[config.mk]
export PLATFORM = sky130hd
export DESIGN_NAME = e1pc_top
export DESIGN_NICKNAME = d
export VERILOG_FILES = /design/src/hw/e1pc_pkg.sv /design/src/hw/e1pc_top.sv
export SDC_FILE = /design/constraint.sdc
export NUM_CORES = 1
export LEC_CHECK = 0
export ABC_AREA = 1
export BUFFER_PORTS_ARGS = -buffer_cell sky130_fd_sc_hd__buf_2
export CORE_UTILIZATION = 45
export CTS_CLUSTER_DIAMETER = 200
export CTS_CLUSTER_SIZE = 30
export DETAILED_ROUTE_END_ITERATION = 6
export GPL_ROUTABILITY_DRIVEN = 0
export RECOVER_POWER = 100
export SYNTH_ARGS = -nofsm -noshare
export SYNTH_HDL_FRONTEND = slang
export SYNTH_SLANG_ARGS = --single-unit
[constraint.sdc]
create_clock -name aclk -period 7.2 [get_ports aclk]
set_input_delay 1.44 -clock aclk [delete_from_list [all_inputs] [get_ports aclk]]
set_output_delay 1.44 -clock aclk [all_outputs]
set_load 0.1 [all_outputs]
[src/hw/e1pc_pkg.sv]
// Purpose: Constants for the E1 port and test configuration block
// Assumes: AXI4-Lite register access, 10 MHz aclk
// Notes:   Offsets are byte addresses of 32-bit words
`default_nettype none

package e1pc_pkg;

    // ==========================================================
    // Register map
    localparam logic [5:0] OFS_SYS   = 6'h00;
    localparam logic [5:0] OFS_DUR   = 6'h04;
    localparam logic [5:0] OFS_PSEL  = 6'h08;
    localparam logic [5:0] OFS_PCFG  = 6'h0c;
    localparam logic [5:0] OFS_PID   = 6'h10;
    localparam logic [5:0] OFS_COPY  = 6'h14;
    localparam logic [5:0] OFS_STAT  = 6'h18;
    localparam logic [5:0] OFS_ISTAT = 6'h1c;
    localparam logic [5:0] OFS_IMASK = 6'h20;

    // ==========================================================
    // Field positions
    localparam int SYS_ROLE_NT = 0;
    localparam int SYS_AUTO    = 1;
    localparam int SYS_R2064   = 2;
    localparam int SYS_TMO_EN  = 3;
    localparam int SYS_TELCO   = 4;
    localparam int SYS_REMOTE  = 5;
    localparam int CFG_EN      = 0;
    localparam int CFG_UNFR    = 1;
    localparam int CFG_AMI     = 2;
    localparam int CFG_CRC4    = 3;
    localparam int CFG_TS16    = 4;
    localparam int CFG_CLKLN   = 6;
    localparam int CP_ALL      = 6;
    localparam int CP_INCR     = 7;
    localparam int EV_TMO      = 0;
    localparam int EV_TELCO    = 1;
    localparam int EV_COPY     = 2;
    localparam int EV_ROLE     = 3;

    // ==========================================================
    // Reset values and encodings
    localparam logic [5:0] SYS_RST   = 6'h18;
    localparam logic [6:0] CFG_RST   = 7'h11;
    localparam logic [6:0] CFG_WMASK = 7'h7e;
    localparam logic [1:0] TS16_CAS  = 2'h0;
    localparam logic [1:0] TS16_CCS  = 2'h1;
    localparam logic [1:0] TS16_DATA = 2'h2;
    localparam logic [6:0] DUR_RST   = 7'h0a;
    localparam logic [6:0] DUR_MIN   = 7'h01;
    localparam logic [6:0] DUR_MAX   = 7'h78;
    localparam logic [1:0] RESP_OK   = 2'h0;
    localparam logic [1:0] RESP_ERR  = 2'h2;

    // ==========================================================
    // Timing
    localparam longint CLK_NS      = 100;
    localparam longint MINUTE_NS   = 64'd60_000_000_000;
    localparam longint CYC_PER_MIN = MINUTE_NS / CLK_NS;

    typedef enum logic [1:0] {E1PC_IDLE = 2'b00, E1PC_RUN = 2'b01} e1pc_test_t;

endpackage

`default_nettype wire

[src/hw/e1pc_top.sv]
// Purpose: E1 port options, copy engine, card role and test timer
// Assumes: One clock, line-side inputs asynchronous, AXI4-Lite slave
// Notes:   All outputs registered; config of port n is per-port array
//
// Design decisions made here: the address map and the AXI4-Lite register port.
`default_nettype none

module e1pc_top
    import e1pc_pkg::*;
#(
    parameter int NPORT   = 8,
    parameter int MIN_CYC = int'(CYC_PER_MIN)
)(
    // Clock and reset
    input  wire logic               aclk,
    input  wire logic               aresetn,
    // AXI4-Lite slave
    input  wire logic [5:0]         awaddr,
    input  wire logic               awvalid,
    output logic                    awready,
    input  wire logic [31:0]        wdata,
    input  wire logic [3:0]         wstrb,
    input  wire logic               wvalid,
    output logic                    wready,
    output logic [1:0]              bresp,
    output logic                    bvalid,
    input  wire logic               bready,
    input  wire logic [5:0]         araddr,
    input  wire logic               arvalid,
    output logic                    arready,
    output logic [31:0]             rdata,
    output logic [1:0]              rresp,
    output logic                    rvalid,
    input  wire logic               rready,
    // Line side, asynchronous
    input  wire logic               far_crc4,
    input  wire logic               telco_lb_cmd,
    input  wire logic               link_setup,
    // Port status from same-clock logic
    input  wire logic [NPORT-1:0]   alarm_in,
    input  wire logic [NPORT-1:0]   led_req,
    input  wire logic               test_start,
    input  wire logic               test_stop,
    // Per-port controls
    output logic [NPORT-1:0]        port_en,
    output logic [NPORT-1:0]        framing_on,
    output logic [NPORT-1:0]        whole_line_bypass_mode,
    output logic [NPORT-1:0]        line_ami,
    output logic [NPORT-1:0]        crc4_on,
    output logic [2*NPORT-1:0]      ts16_mode,
    output logic [NPORT-1:0]        clk_from_line,
    output logic [NPORT-1:0]        alarm_out,
    output logic [NPORT-1:0]        led_out,
    // Card level
    output logic                    card_reset,
    output logic                    addr_request,
    output logic                    test_active,
    output logic                    lb_local,
    output logic                    lb_remote,
    output logic                    irq
);

    localparam int PW = $clog2(NPORT);

    // ==========================================================
    // Synchronisers for line inputs
    logic [2:0] sy1_r;
    logic [2:0] sy2_r;
    logic       telco_d_r;
    always_ff @(posedge aclk)
    begin
        sy1_r     <= {link_setup, telco_lb_cmd, far_crc4};
        sy2_r     <= sy1_r;
        telco_d_r <= sy2_r[1];
    end
    wire far_crc4_s = sy2_r[0];
    wire telco_rise = sy2_r[1] & ~telco_d_r;
    wire link_s     = sy2_r[2];

    // ==========================================================
    // State
    logic [5:0]  sys_r;
    logic [6:0]  dur_r;
    logic [PW-1:0] psel_r;
    logic [7:0]  copy_r;
    logic [3:0]  istat_r;
    logic [3:0]  imask_r;
    logic [6:0]  cfg_r [NPORT];
    logic [15:0] pid_r [NPORT];
    e1pc_test_t  tst_r;
    logic [31:0] presc_r;
    logic [6:0]  mins_r;

    // Byte-lane merge of a write into an old value
    function automatic logic [31:0] merge(input logic [31:0] old,
                                          input logic [31:0] nw,
                                          input logic [3:0]  st);
        logic [31:0] m;
        m = {{8{st[3]}}, {8{st[2]}}, {8{st[1]}}, {8{st[0]}}};
        return (old & ~m) | (nw & m);
    endfunction

    // ==========================================================
    // AXI4-Lite write path
    logic [5:0]  wa_r;
    logic [31:0] wd_r;
    logic [3:0]  ws_r;
    wire aw_hs  = awvalid & awready;
    wire w_hs   = wvalid & wready;
    wire do_wr  = ~awready & ~wready & ~bvalid;
    wire b_hs   = bvalid & bready;
    wire wr_sys  = do_wr & (wa_r == OFS_SYS);
    wire wr_dur  = do_wr & (wa_r == OFS_DUR);
    wire wr_psel = do_wr & (wa_r == OFS_PSEL);
    wire wr_pcfg = do_wr & (wa_r == OFS_PCFG);
    wire wr_pid  = do_wr & (wa_r == OFS_PID);
    wire wr_copy = do_wr & (wa_r == OFS_COPY);
    wire wr_ist  = do_wr & (wa_r == OFS_ISTAT);
    wire wr_imk  = do_wr & (wa_r == OFS_IMASK);
    wire wr_ok   = wr_sys | wr_dur | wr_psel | wr_pcfg | wr_pid | wr_copy
                 | wr_ist | wr_imk | (wa_r == OFS_STAT);

    always_ff @(posedge aclk)
    begin
        if (!aresetn)
        begin
            awready <= 1'b1;
            wready  <= 1'b1;
            bvalid  <= 1'b0;
            bresp   <= RESP_OK;
            wa_r    <= '0;
            wd_r    <= '0;
            ws_r    <= '0;
        end
        else
        begin
            if (aw_hs)
            begin
                awready <= 1'b0;
                wa_r    <= awaddr;
            end
            if (w_hs)
            begin
                wready <= 1'b0;
                wd_r   <= wdata;
                ws_r   <= wstrb;
            end
            if (do_wr)
            begin
                bvalid <= 1'b1;
                bresp  <= wr_ok ? RESP_OK : RESP_ERR;
            end
            if (b_hs)
            begin
                bvalid  <= 1'b0;
                awready <= 1'b1;
                wready  <= 1'b1;
            end
        end
    end

    wire [31:0] wv_sys  = merge({26'h0, sys_r}, wd_r, ws_r);
    wire [31:0] wv_cfg  = merge({25'h0, cfg_r[psel_r]}, wd_r, ws_r);
    wire [31:0] wv_dur  = merge({25'h0, dur_r}, wd_r, ws_r);
    wire        sel_en  = cfg_r[psel_r][CFG_EN];
    wire        role_chg = wr_sys & (wv_sys[SYS_ROLE_NT] != sys_r[SYS_ROLE_NT]);

    // Clamp keeps the timer from ever seeing zero or beyond two hours
    wire [6:0] dur_new = (wv_dur[6:0] < DUR_MIN) ? DUR_MIN :
                         (wv_dur[6:0] > DUR_MAX) ? DUR_MAX : wv_dur[6:0];

    // ==========================================================
    // System registers
    always_ff @(posedge aclk)
    begin
        if (!aresetn)
        begin
            sys_r   <= SYS_RST;
            dur_r   <= DUR_RST;
            psel_r  <= '0;
            imask_r <= '0;
        end
        else
        begin
            if (wr_sys)
                sys_r <= wv_sys[5:0];
            if (wr_dur)
                dur_r <= dur_new;
            if (wr_psel)
                psel_r <= wd_r[PW-1:0];
            if (wr_imk)
                imask_r <= wd_r[3:0];
        end
    end

    // ==========================================================
    // Port configuration and copy engine
    wire [PW-1:0] cp_src  = wd_r[PW-1:0];
    wire [PW-1:0] cp_dst  = wd_r[3+PW-1:3];
    wire          cp_all  = wd_r[CP_ALL];
    wire [PW-1:0] cp_next = cp_dst + PW'(1);

    // Disabled ports only accept the enable bit and PID writes; nothing else is cleared
    for (genvar p = 0; p < NPORT; p++)
    begin : g_port
        wire tgt = wr_copy & (cp_all | (cp_dst == PW'(p)));
        always_ff @(posedge aclk)
        begin
            if (!aresetn)
            begin
                cfg_r[p] <= CFG_RST;
                pid_r[p] <= '0;
            end
            else if (wr_pcfg && psel_r == PW'(p))
            begin
                cfg_r[p][CFG_EN] <= wv_cfg[CFG_EN];
                if (sel_en)
                    cfg_r[p][6:1] <= wv_cfg[6:1];
            end
            else if (tgt && cfg_r[p][CFG_EN])
                cfg_r[p] <= cfg_r[cp_src];
            else if (wr_pid && psel_r == PW'(p))
                pid_r[p] <= 16'(merge({16'h0, pid_r[p]}, wd_r, ws_r));
        end
    end

    always_ff @(posedge aclk)
    begin
        if (!aresetn)
            copy_r <= '0;
        else if (wr_copy)
            copy_r <= {wd_r[7:6], (wd_r[CP_INCR] && !cp_all) ? cp_next : cp_dst,
                       cp_src};
    end

    // ==========================================================
    // Derived per-port controls
    wire role_nt = sys_r[SYS_ROLE_NT];
    wire crc4_ok = ~role_nt & ~sys_r[SYS_AUTO] & sys_r[SYS_R2064];
    logic [NPORT-1:0] en_n, fr_n, by_n, ami_n, crc_n, clk_n;
    logic [2*NPORT-1:0] ts_n;
    always_comb
    begin
        for (int p = 0; p < NPORT; p++)
        begin
            en_n[p]  = cfg_r[p][CFG_EN];
            fr_n[p]  = ~cfg_r[p][CFG_UNFR];
            by_n[p]  = cfg_r[p][CFG_UNFR];
            ami_n[p] = cfg_r[p][CFG_AMI];
            crc_n[p] = fr_n[p] & (role_nt ? far_crc4_s
                                          : (crc4_ok & cfg_r[p][CFG_CRC4]));
            ts_n[2*p +: 2] = cfg_r[p][CFG_TS16 +: 2];
            clk_n[p] = ~role_nt & cfg_r[p][CFG_CLKLN];
        end
    end

    always_ff @(posedge aclk)
    begin
        if (!aresetn)
        begin
            port_en    <= '0;
            framing_on <= '0;
            whole_line_bypass_mode <= '0;
            line_ami   <= '0;
            crc4_on    <= '0;
            ts16_mode  <= '0;
            clk_from_line <= '0;
            alarm_out  <= '0;
            led_out    <= '0;
        end
        else
        begin
            port_en    <= en_n;
            framing_on <= fr_n;
            whole_line_bypass_mode <= by_n;
            line_ami   <= ami_n;
            crc4_on    <= crc_n;
            ts16_mode  <= ts_n;
            clk_from_line <= clk_n;
            alarm_out  <= alarm_in & en_n;
            led_out    <= led_req & en_n;
        end
    end

    // ==========================================================
    // Role, test timer and telco loopback
    wire telco_go = telco_rise & sys_r[SYS_TELCO];
    wire start    = test_start | telco_go;
    wire tick     = (presc_r == 32'(MIN_CYC - 1));
    wire expire   = (tst_r == E1PC_RUN) & sys_r[SYS_TMO_EN] & (mins_r >= dur_r);
    wire stop     = test_stop | expire;

    always_ff @(posedge aclk)
    begin
        if (!aresetn)
        begin
            tst_r   <= E1PC_IDLE;
            presc_r <= '0;
            mins_r  <= '0;
        end
        else if (start)
        begin
            tst_r   <= E1PC_RUN;
            presc_r <= '0;
            mins_r  <= '0;
        end
        else if (stop)
            tst_r <= E1PC_IDLE;
        else if (tst_r == E1PC_RUN)
        begin
            presc_r <= tick ? '0 : presc_r + 32'd1;
            if (tick && mins_r != DUR_MAX)
                mins_r <= mins_r + 7'd1;
        end
    end

    always_ff @(posedge aclk)
    begin
        if (!aresetn)
        begin
            lb_local     <= 1'b0;
            lb_remote    <= 1'b0;
            test_active  <= 1'b0;
            card_reset   <= 1'b0;
            addr_request <= 1'b0;
        end
        else
        begin
            if (telco_go)
            begin
                lb_remote <= sys_r[SYS_REMOTE];
                lb_local  <= ~sys_r[SYS_REMOTE];
            end
            else if (stop || test_start)
            begin
                lb_remote <= 1'b0;
                lb_local  <= 1'b0;
            end
            test_active  <= (start | (tst_r == E1PC_RUN)) & ~(stop & ~start);
            card_reset   <= role_chg;
            addr_request <= role_nt & link_s;
        end
    end

    // ==========================================================
    // Interrupts: set wins over write-one-to-clear
    wire [3:0] ev_set = {role_chg, wr_copy, telco_go, expire};
    always_ff @(posedge aclk)
    begin
        if (!aresetn)
        begin
            istat_r <= '0;
            irq     <= 1'b0;
        end
        else
        begin
            istat_r <= (istat_r & ~(wr_ist ? wd_r[3:0] : 4'h0)) | ev_set;
            irq     <= |(((istat_r & ~(wr_ist ? wd_r[3:0] : 4'h0)) | ev_set) & imask_r);
        end
    end

    // ==========================================================
    // AXI4-Lite read path
    logic [31:0] rd_mux;
    always_comb
    begin
        unique case (araddr)
            OFS_SYS:   rd_mux = {26'h0, sys_r};
            OFS_DUR:   rd_mux = {25'h0, dur_r};
            OFS_PSEL:  rd_mux = 32'(psel_r);
            OFS_PCFG:  rd_mux = {25'h0, cfg_r[psel_r]};
            OFS_PID:   rd_mux = {16'h0, pid_r[psel_r]};
            OFS_COPY:  rd_mux = {24'h0, copy_r};
            OFS_STAT:  rd_mux = {17'h0, mins_r, 6'h0, role_nt, tst_r == E1PC_RUN};
            OFS_ISTAT: rd_mux = {28'h0, istat_r};
            OFS_IMASK: rd_mux = {28'h0, imask_r};
            default:   rd_mux = 32'h0;
        endcase
    end
    wire rd_ok = (araddr <= OFS_IMASK) && (araddr[1:0] == 2'h0);

    always_ff @(posedge aclk)
    begin
        if (!aresetn)
        begin
            arready <= 1'b1;
            rvalid  <= 1'b0;
            rdata   <= '0;
            rresp   <= RESP_OK;
        end
        else if (arvalid && arready)
        begin
            arready <= 1'b0;
            rvalid  <= 1'b1;
            rdata   <= rd_mux;
            rresp   <= rd_ok ? RESP_OK : RESP_ERR;
        end
        else if (rvalid && rready)
        begin
            rvalid  <= 1'b0;
            arready <= 1'b1;
        end
    end

    // ==========================================================
    // Assertions
    led_gate_a: assert property (@(posedge aclk) disable iff (!aresetn)
        !en_n[0] |=> !led_out[0] && !alarm_out[0])
        else $error("LED or alarm active on disabled port");
    unframe_byp_a: assert property (@(posedge aclk) disable iff (!aresetn)
        cfg_r[0][CFG_UNFR] |=> whole_line_bypass_mode[0] && !framing_on[0])
        else $error("Unframed port not in bypass");
    crc4_gate_a: assert property (@(posedge aclk) disable iff (!aresetn)
        (!role_nt && !crc4_ok) |=> !crc4_on[0])
        else $error("CRC4 outside allowed case");
    nt_follow_a: assert property (@(posedge aclk) disable iff (!aresetn)
        (role_nt && fr_n[0]) |=> crc4_on[0] == $past(far_crc4_s))
        else $error("NT framing does not follow far end");
    clk_lt_a: assert property (@(posedge aclk) disable iff (!aresetn)
        role_nt |=> !clk_from_line[0])
        else $error("Line clock chosen in NT role");
    role_rst_a: assert property (@(posedge aclk) disable iff (!aresetn)
        role_chg |=> card_reset ##1 !card_reset)
        else $error("Role change did not pulse card reset");
    tmo_end_a: assert property (@(posedge aclk) disable iff (!aresetn)
        (expire && !start) |=> tst_r == E1PC_IDLE ##1 !test_active)
        else $error("Test kept running after expiry");
    no_tmo_a: assert property (@(posedge aclk) disable iff (!aresetn)
        (tst_r == E1PC_RUN && !sys_r[SYS_TMO_EN] && !test_stop) |=> tst_r == E1PC_RUN)
        else $error("Test ended with timeout disabled");
    dur_range_a: assert property (@(posedge aclk) disable iff (!aresetn)
        dur_r >= DUR_MIN && dur_r <= DUR_MAX)
        else $error("Duration out of range");
    telco_dis_a: assert property (@(posedge aclk) disable iff (!aresetn)
        (telco_rise && !sys_r[SYS_TELCO] && !lb_local && !lb_remote) |=> !lb_local && !lb_remote)
        else $error("Telco loopback taken while disabled");
    telco_where_a: assert property (@(posedge aclk) disable iff (!aresetn)
        telco_go |=> lb_remote == $past(sys_r[SYS_REMOTE]) && lb_local != lb_remote)
        else $error("Telco loopback in wrong place");
    timer_zero_a: assert property (@(posedge aclk) disable iff (!aresetn)
        start |=> mins_r == 7'd0 && presc_r == 32'd0)
        else $error("Timer not restarted on test start");

endmodule

`default_nettype wire

==> parameters.txt <==
Parameter                              Value

Route
  TritonRoute pass-1 iters ... 5
  Via total after detailed routing ... 17081
  Average detailed-routed wire length per instance ... 19.0 um
  Mean number of vias per cell ... 5.58
  DRC viols ... 0
  Total Wirelength ... 58000 um
  Starting DRT DRC Count ... 1931
  DRT antenna net count ... 0

STA
  Final period utilization ... 65.3%
  Worst-Margin Slew ... 1800 ps
  Number of max-slew violations in the final report ... 62
  Setup TNS after final layout ... 0 ps
  Final setup vio count ... 0
  Setup repair after global routing missed its margin ... no
  Slew Limit Headroom ... -19.9%
  Highest clock frequency the design can meet ... 0.213 GHz
  Final clock skew ... 30.0 ps
  Final Hold Viols ... 0
  Period minus WS final ... 4700 ps
  Final worst-path setup slack ... 2500 ps

Logic synthesis
  Proportion of synthesized chip area in sequential cells ... 51.5%
  Post-synthesis register bit count ... 402
  Async set-or-reset flop fraction in the synthesized netlist ... 0%
  Gate Count Post-Synth ... 2420
  Count of flip-flops with a built-in enable after synthesis ... 184
  Netlist area before placement ... 19200 um^2
  Top_reg_cell synth ... sky130_fd_sc_hd__dfxtp_1
  Mean Syn Cell Area ... 7.93 um^2
  Netlist cell types ... 41
  Total of warnings raised by yosys ... 0

Outcome
  Failing checks ... capacitance limit, slew limit
  Result of the run ... finished with violations

CTS
  Number of instances resized during post-cts repair ... 0
  Clock slew at reported path FFs ... 120 ps
  TritonCTS clock tree ... built
  Number of buffers added by the clock tree synthesis step ... 17
  CTS Root Buffer Type ... sky130_fd_sc_hd__clkbuf_16
  Setup fix buffers added after clock tree synthesis ... 0
  Clock buffer depth ... 3
  H-tree depth ... 1
  Clock Sink Count ... 402
  Clock latency at the later pin of the worst-skew pair ... 560 ps
  CTS hold repair buffers ... 0

Global route
  GRT overflow ... 0
  Vias in the first global route ... 15511
  First-pass GRT wire length ... 89000 um
  Gr usage total ... 26.1%
  Antenna violations before repair ... 0
  Pin count of the biggest net entering global routing ... 84

Critical path
  Largest fanout of any net on the critical path ... 83
  Ordered cell list for the critical path ... clkbuf_1 -> buf_4 -> nand4_1 -> nor2_1
  Kind of critical path ... in2reg
  Crit. Startpoint ... aresetn
  Worst reg2reg startpoint ... awready$_SDFFE_PP1P_
  Worst reg2reg setup slack ... 3940 ps
  Arr. time, crit path ... 5070 ps
  Critical path required time ... 7570 ps
  CP max stage delay ... 1270 ps
  Cell count of the worst reg-to-reg path ... 9
  Slowest library cell on the worst path ... sky130_fd_sc_hd__clkbuf_1
  Endpoint of the most critical register-to-register path ... cfg_r[6][3]$_DFFE_PP_
  Delay-heaviest family, CP ... buffers and inverters
  Critical Path Source Type ... input port
  Element type at the critical path end ... flip-flop
  Bufs and invs on worst path ... 2

Worst hold path
  Hold Path Class ... reg2reg
  Min-delay src ... sy1_r[0]$_DFF_P_
  Count of cells along the worst hold path ... 0
  Sink of the worst hold path ... sy2_r[0]$_DFF_P_

Pwr
  Leakage power of the design ... 8.03 nW
  Peak supply drop ... 0.000136 V
  Power density over cell area ... 208 nW/um^2

Final layout
  Number of diodes added for antenna fixing ... 0
  Sequential cell area ... 9890 um^2
  Final #Nets ... 2606
  Fraction of final layout cells with drive strength greater than 1 ... 5.11%
  Multi-input logic area ... 7790 um^2
  Area Overhead vs Synth ... 7.32%
  Summed area of non-filler cells in the final layout ... 20600 um^2
  Number of fillers in the final layout ... 4271

Place
  Total of buffers placed on input and output ports ... 166
  DP HPWL ... 39600 um
  Setup slack at placement ... 3080 ps
  Placement Cell Area ... 20300 um^2

Floorplanning
  I/O Pins ... 203
  Die height ... 209 um
  Area of the core ... 42000 um^2
  Die Outline Area ... 43500 um^2
  Num rows ... 75
  Floorplan die width ... 209 um
  Effective utilization at floorplan ... 45.7%

Flow run
  Number of max-cap violations ... 2
-- worst max-delay path by stage --
stage,slack (ps),end,depth (start not counted)
after floorplan,4090,pid_r[7][0]$_SDFFCE_PN0P_,4
after global placement,3140,pid_r[2][11]$_SDFFCE_PN0P_,4
after detailed placement,3080,pid_r[2][2]$_SDFFCE_PN0P_,4
after CTS,3640,pid_r[2][2]$_SDFFCE_PN0P_,4
after global routing,2140,pid_r[7][7]$_SDFFCE_PN0P_,4
final,2500,pid_r[7][7]$_SDFFCE_PN0P_,4
-- worst reg2reg max path: stages, from the launching register on --
cell and delay [ps]:
sky130_fd_sc_hd__dfxtp_1 330, sky130_fd_sc_hd__inv_1 80, sky130_fd_sc_hd__nand3_2 120, sky130_fd_sc_hd__nor2_2 340
sky130_fd_sc_hd__inv_2 120, sky130_fd_sc_hd__nor2_4 360, sky130_fd_sc_hd__inv_2 260, sky130_fd_sc_hd__nor3_2 340
sky130_fd_sc_hd__nor2_1 100, sky130_fd_sc_hd__a21oi_1 820
-- layout make-up --
class / count / area share (%)
clock buffer: 26 / 2.23
clock inverter: 1 / 0.0972
inverter: 251 / 4.57
multi-input combinational: 1656 / 37.8
sequential: 402 / 48.0
tap: 539 / 3.27
timing repair buffer: 186 / 3.98
-- kinds of logic (layout without fill, tap and decap cells) --
group | Yosys count | in the layout | synth area share [%]
adders and majority gates | 16 | 16 | 1.04
other | 1 | 18 | 0.0195
AOI/OAI and AO/OA | 593 | 593 | 16.5
muxes | 2 | 2 | 0.104
xor gates and xnor gates | 22 | 22 | 1.00
buffers and inverters | 379 | 464 | 8.15
DFF | 402 | 402 | 51.5
and+or+nand+nor | 1005 | 1005 | 21.7
-- through the flow --
step / total power, mW / hold slack (ps) / utilization (%) / std cells
after floorplan: 3.01 / 310 / - / 2437
after global placement: 3.14 / 317 / 48.3 / 3034
after detailed placement: 3.15 / 314 / 48.3 / 3034
after CTS: 4.31 / 342 / 49.4 / 3061
after global routing: 4.42 / 350 / 49.0 / 3061
final: 4.28 / 339 / 49.0 / 3061
-- state kept, by name, summed over array words and instances, names as in the netlist, 4 cells and up, named ones only --
| register | flops |
|---|---|
| line_ami | 8 |
| istat_r | 4 |
| crc4_on | 8 |
| wa_r | 6 |
| copy_r | 8 |
| framing_on | 8 |
| led_out | 8 |
| ts16_mode | 16 |
| alarm_out | 8 |
| port_en | 8 |
| whole_line_bypass_mode | 8 |
| cfg_r | 56 |
| imask_r | 4 |
| clk_from_line | 8 |
| wd_r | 16 |
| dur_r | 7 |
| presc_r | 32 |
| rdata | 16 |
| mins_r | 7 |
| pid_r | 128 |
-- where the power goes --
group          internal, mW  leakage [nW]  switching (mW)  total [mW]
Sequential             2.46          3.63          0.0526        2.51
Combinational        0.0996          4.17           0.484       0.584
Clock                 0.457         0.230           0.726        1.18
-- routing by layer --
metal	wire length, um	vias to the layer above	GRT usage [%]
li1	-	8203	-
met1	25400	8070	37.1
met2	26000	723	41.1
met3	5210	85	4.41
met4	1410	0	7.02
met5	0	-	0
-- cell usage after synthesis (7+ instances only) --
| library cell | count | area, um^2 |
|---|---|---|
| sky130_fd_sc_hd__nor3_1 | 25 | 125 |
| sky130_fd_sc_hd__nand2_1 | 390 | 1460 |
| sky130_fd_sc_hd__nand4_1 | 22 | 138 |
| sky130_fd_sc_hd__inv_2 | 9 | 33.8 |
| sky130_fd_sc_hd__o221ai_1 | 14 | 123 |
| sky130_fd_sc_hd__inv_1 | 233 | 875 |
| sky130_fd_sc_hd__a21oi_1 | 286 | 1430 |
| sky130_fd_sc_hd__dfxtp_1 | 218 | 4360 |
| sky130_fd_sc_hd__clkinv_1 | 9 | 33.8 |
| sky130_fd_sc_hd__buf_4 | 26 | 195 |
| sky130_fd_sc_hd__nor2_1 | 426 | 1600 |
| sky130_fd_sc_hd__o211ai_1 | 22 | 165 |
| sky130_fd_sc_hd__xor2_1 | 15 | 131 |
| sky130_fd_sc_hd__buf_1 | 10 | 37.5 |
| sky130_fd_sc_hd__buf_2 | 31 | 155 |
| sky130_fd_sc_hd__clkbuf_1 | 60 | 225 |
| sky130_fd_sc_hd__xnor2_1 | 7 | 61.3 |
| sky130_fd_sc_hd__edfxtp_1 | 184 | 5530 |
| sky130_fd_sc_hd__o21ai_0 | 210 | 1050 |
| sky130_fd_sc_hd__nor3_2 | 10 | 100 |
| sky130_fd_sc_hd__nand3_1 | 109 | 546 |
| sky130_fd_sc_hd__o22ai_1 | 40 | 250 |
| sky130_fd_sc_hd__ha_1 | 16 | 200 |
-- placed cells by master (no fill, tap or decap), drive strengths merged --
master and n:
o31ai 1, o22ai 40, clkbuf 142, nand3 112, xnor2 7, nor4 2, or2 5, o221ai 14
nor2 433, conb 18, buf 70, mux2i 2, nand2 394, nand4 24, o21ai 214, o211ai 22
dfxtp 218, a21oi 287, xor2 15, clkinv 8, a22oi 2, ha 16, a211oi 5, a31oi 3
edfxtp 184, nor3 35, inv 244, a21boi 1, o21a 4
Power figures use the tool's default switching activity.
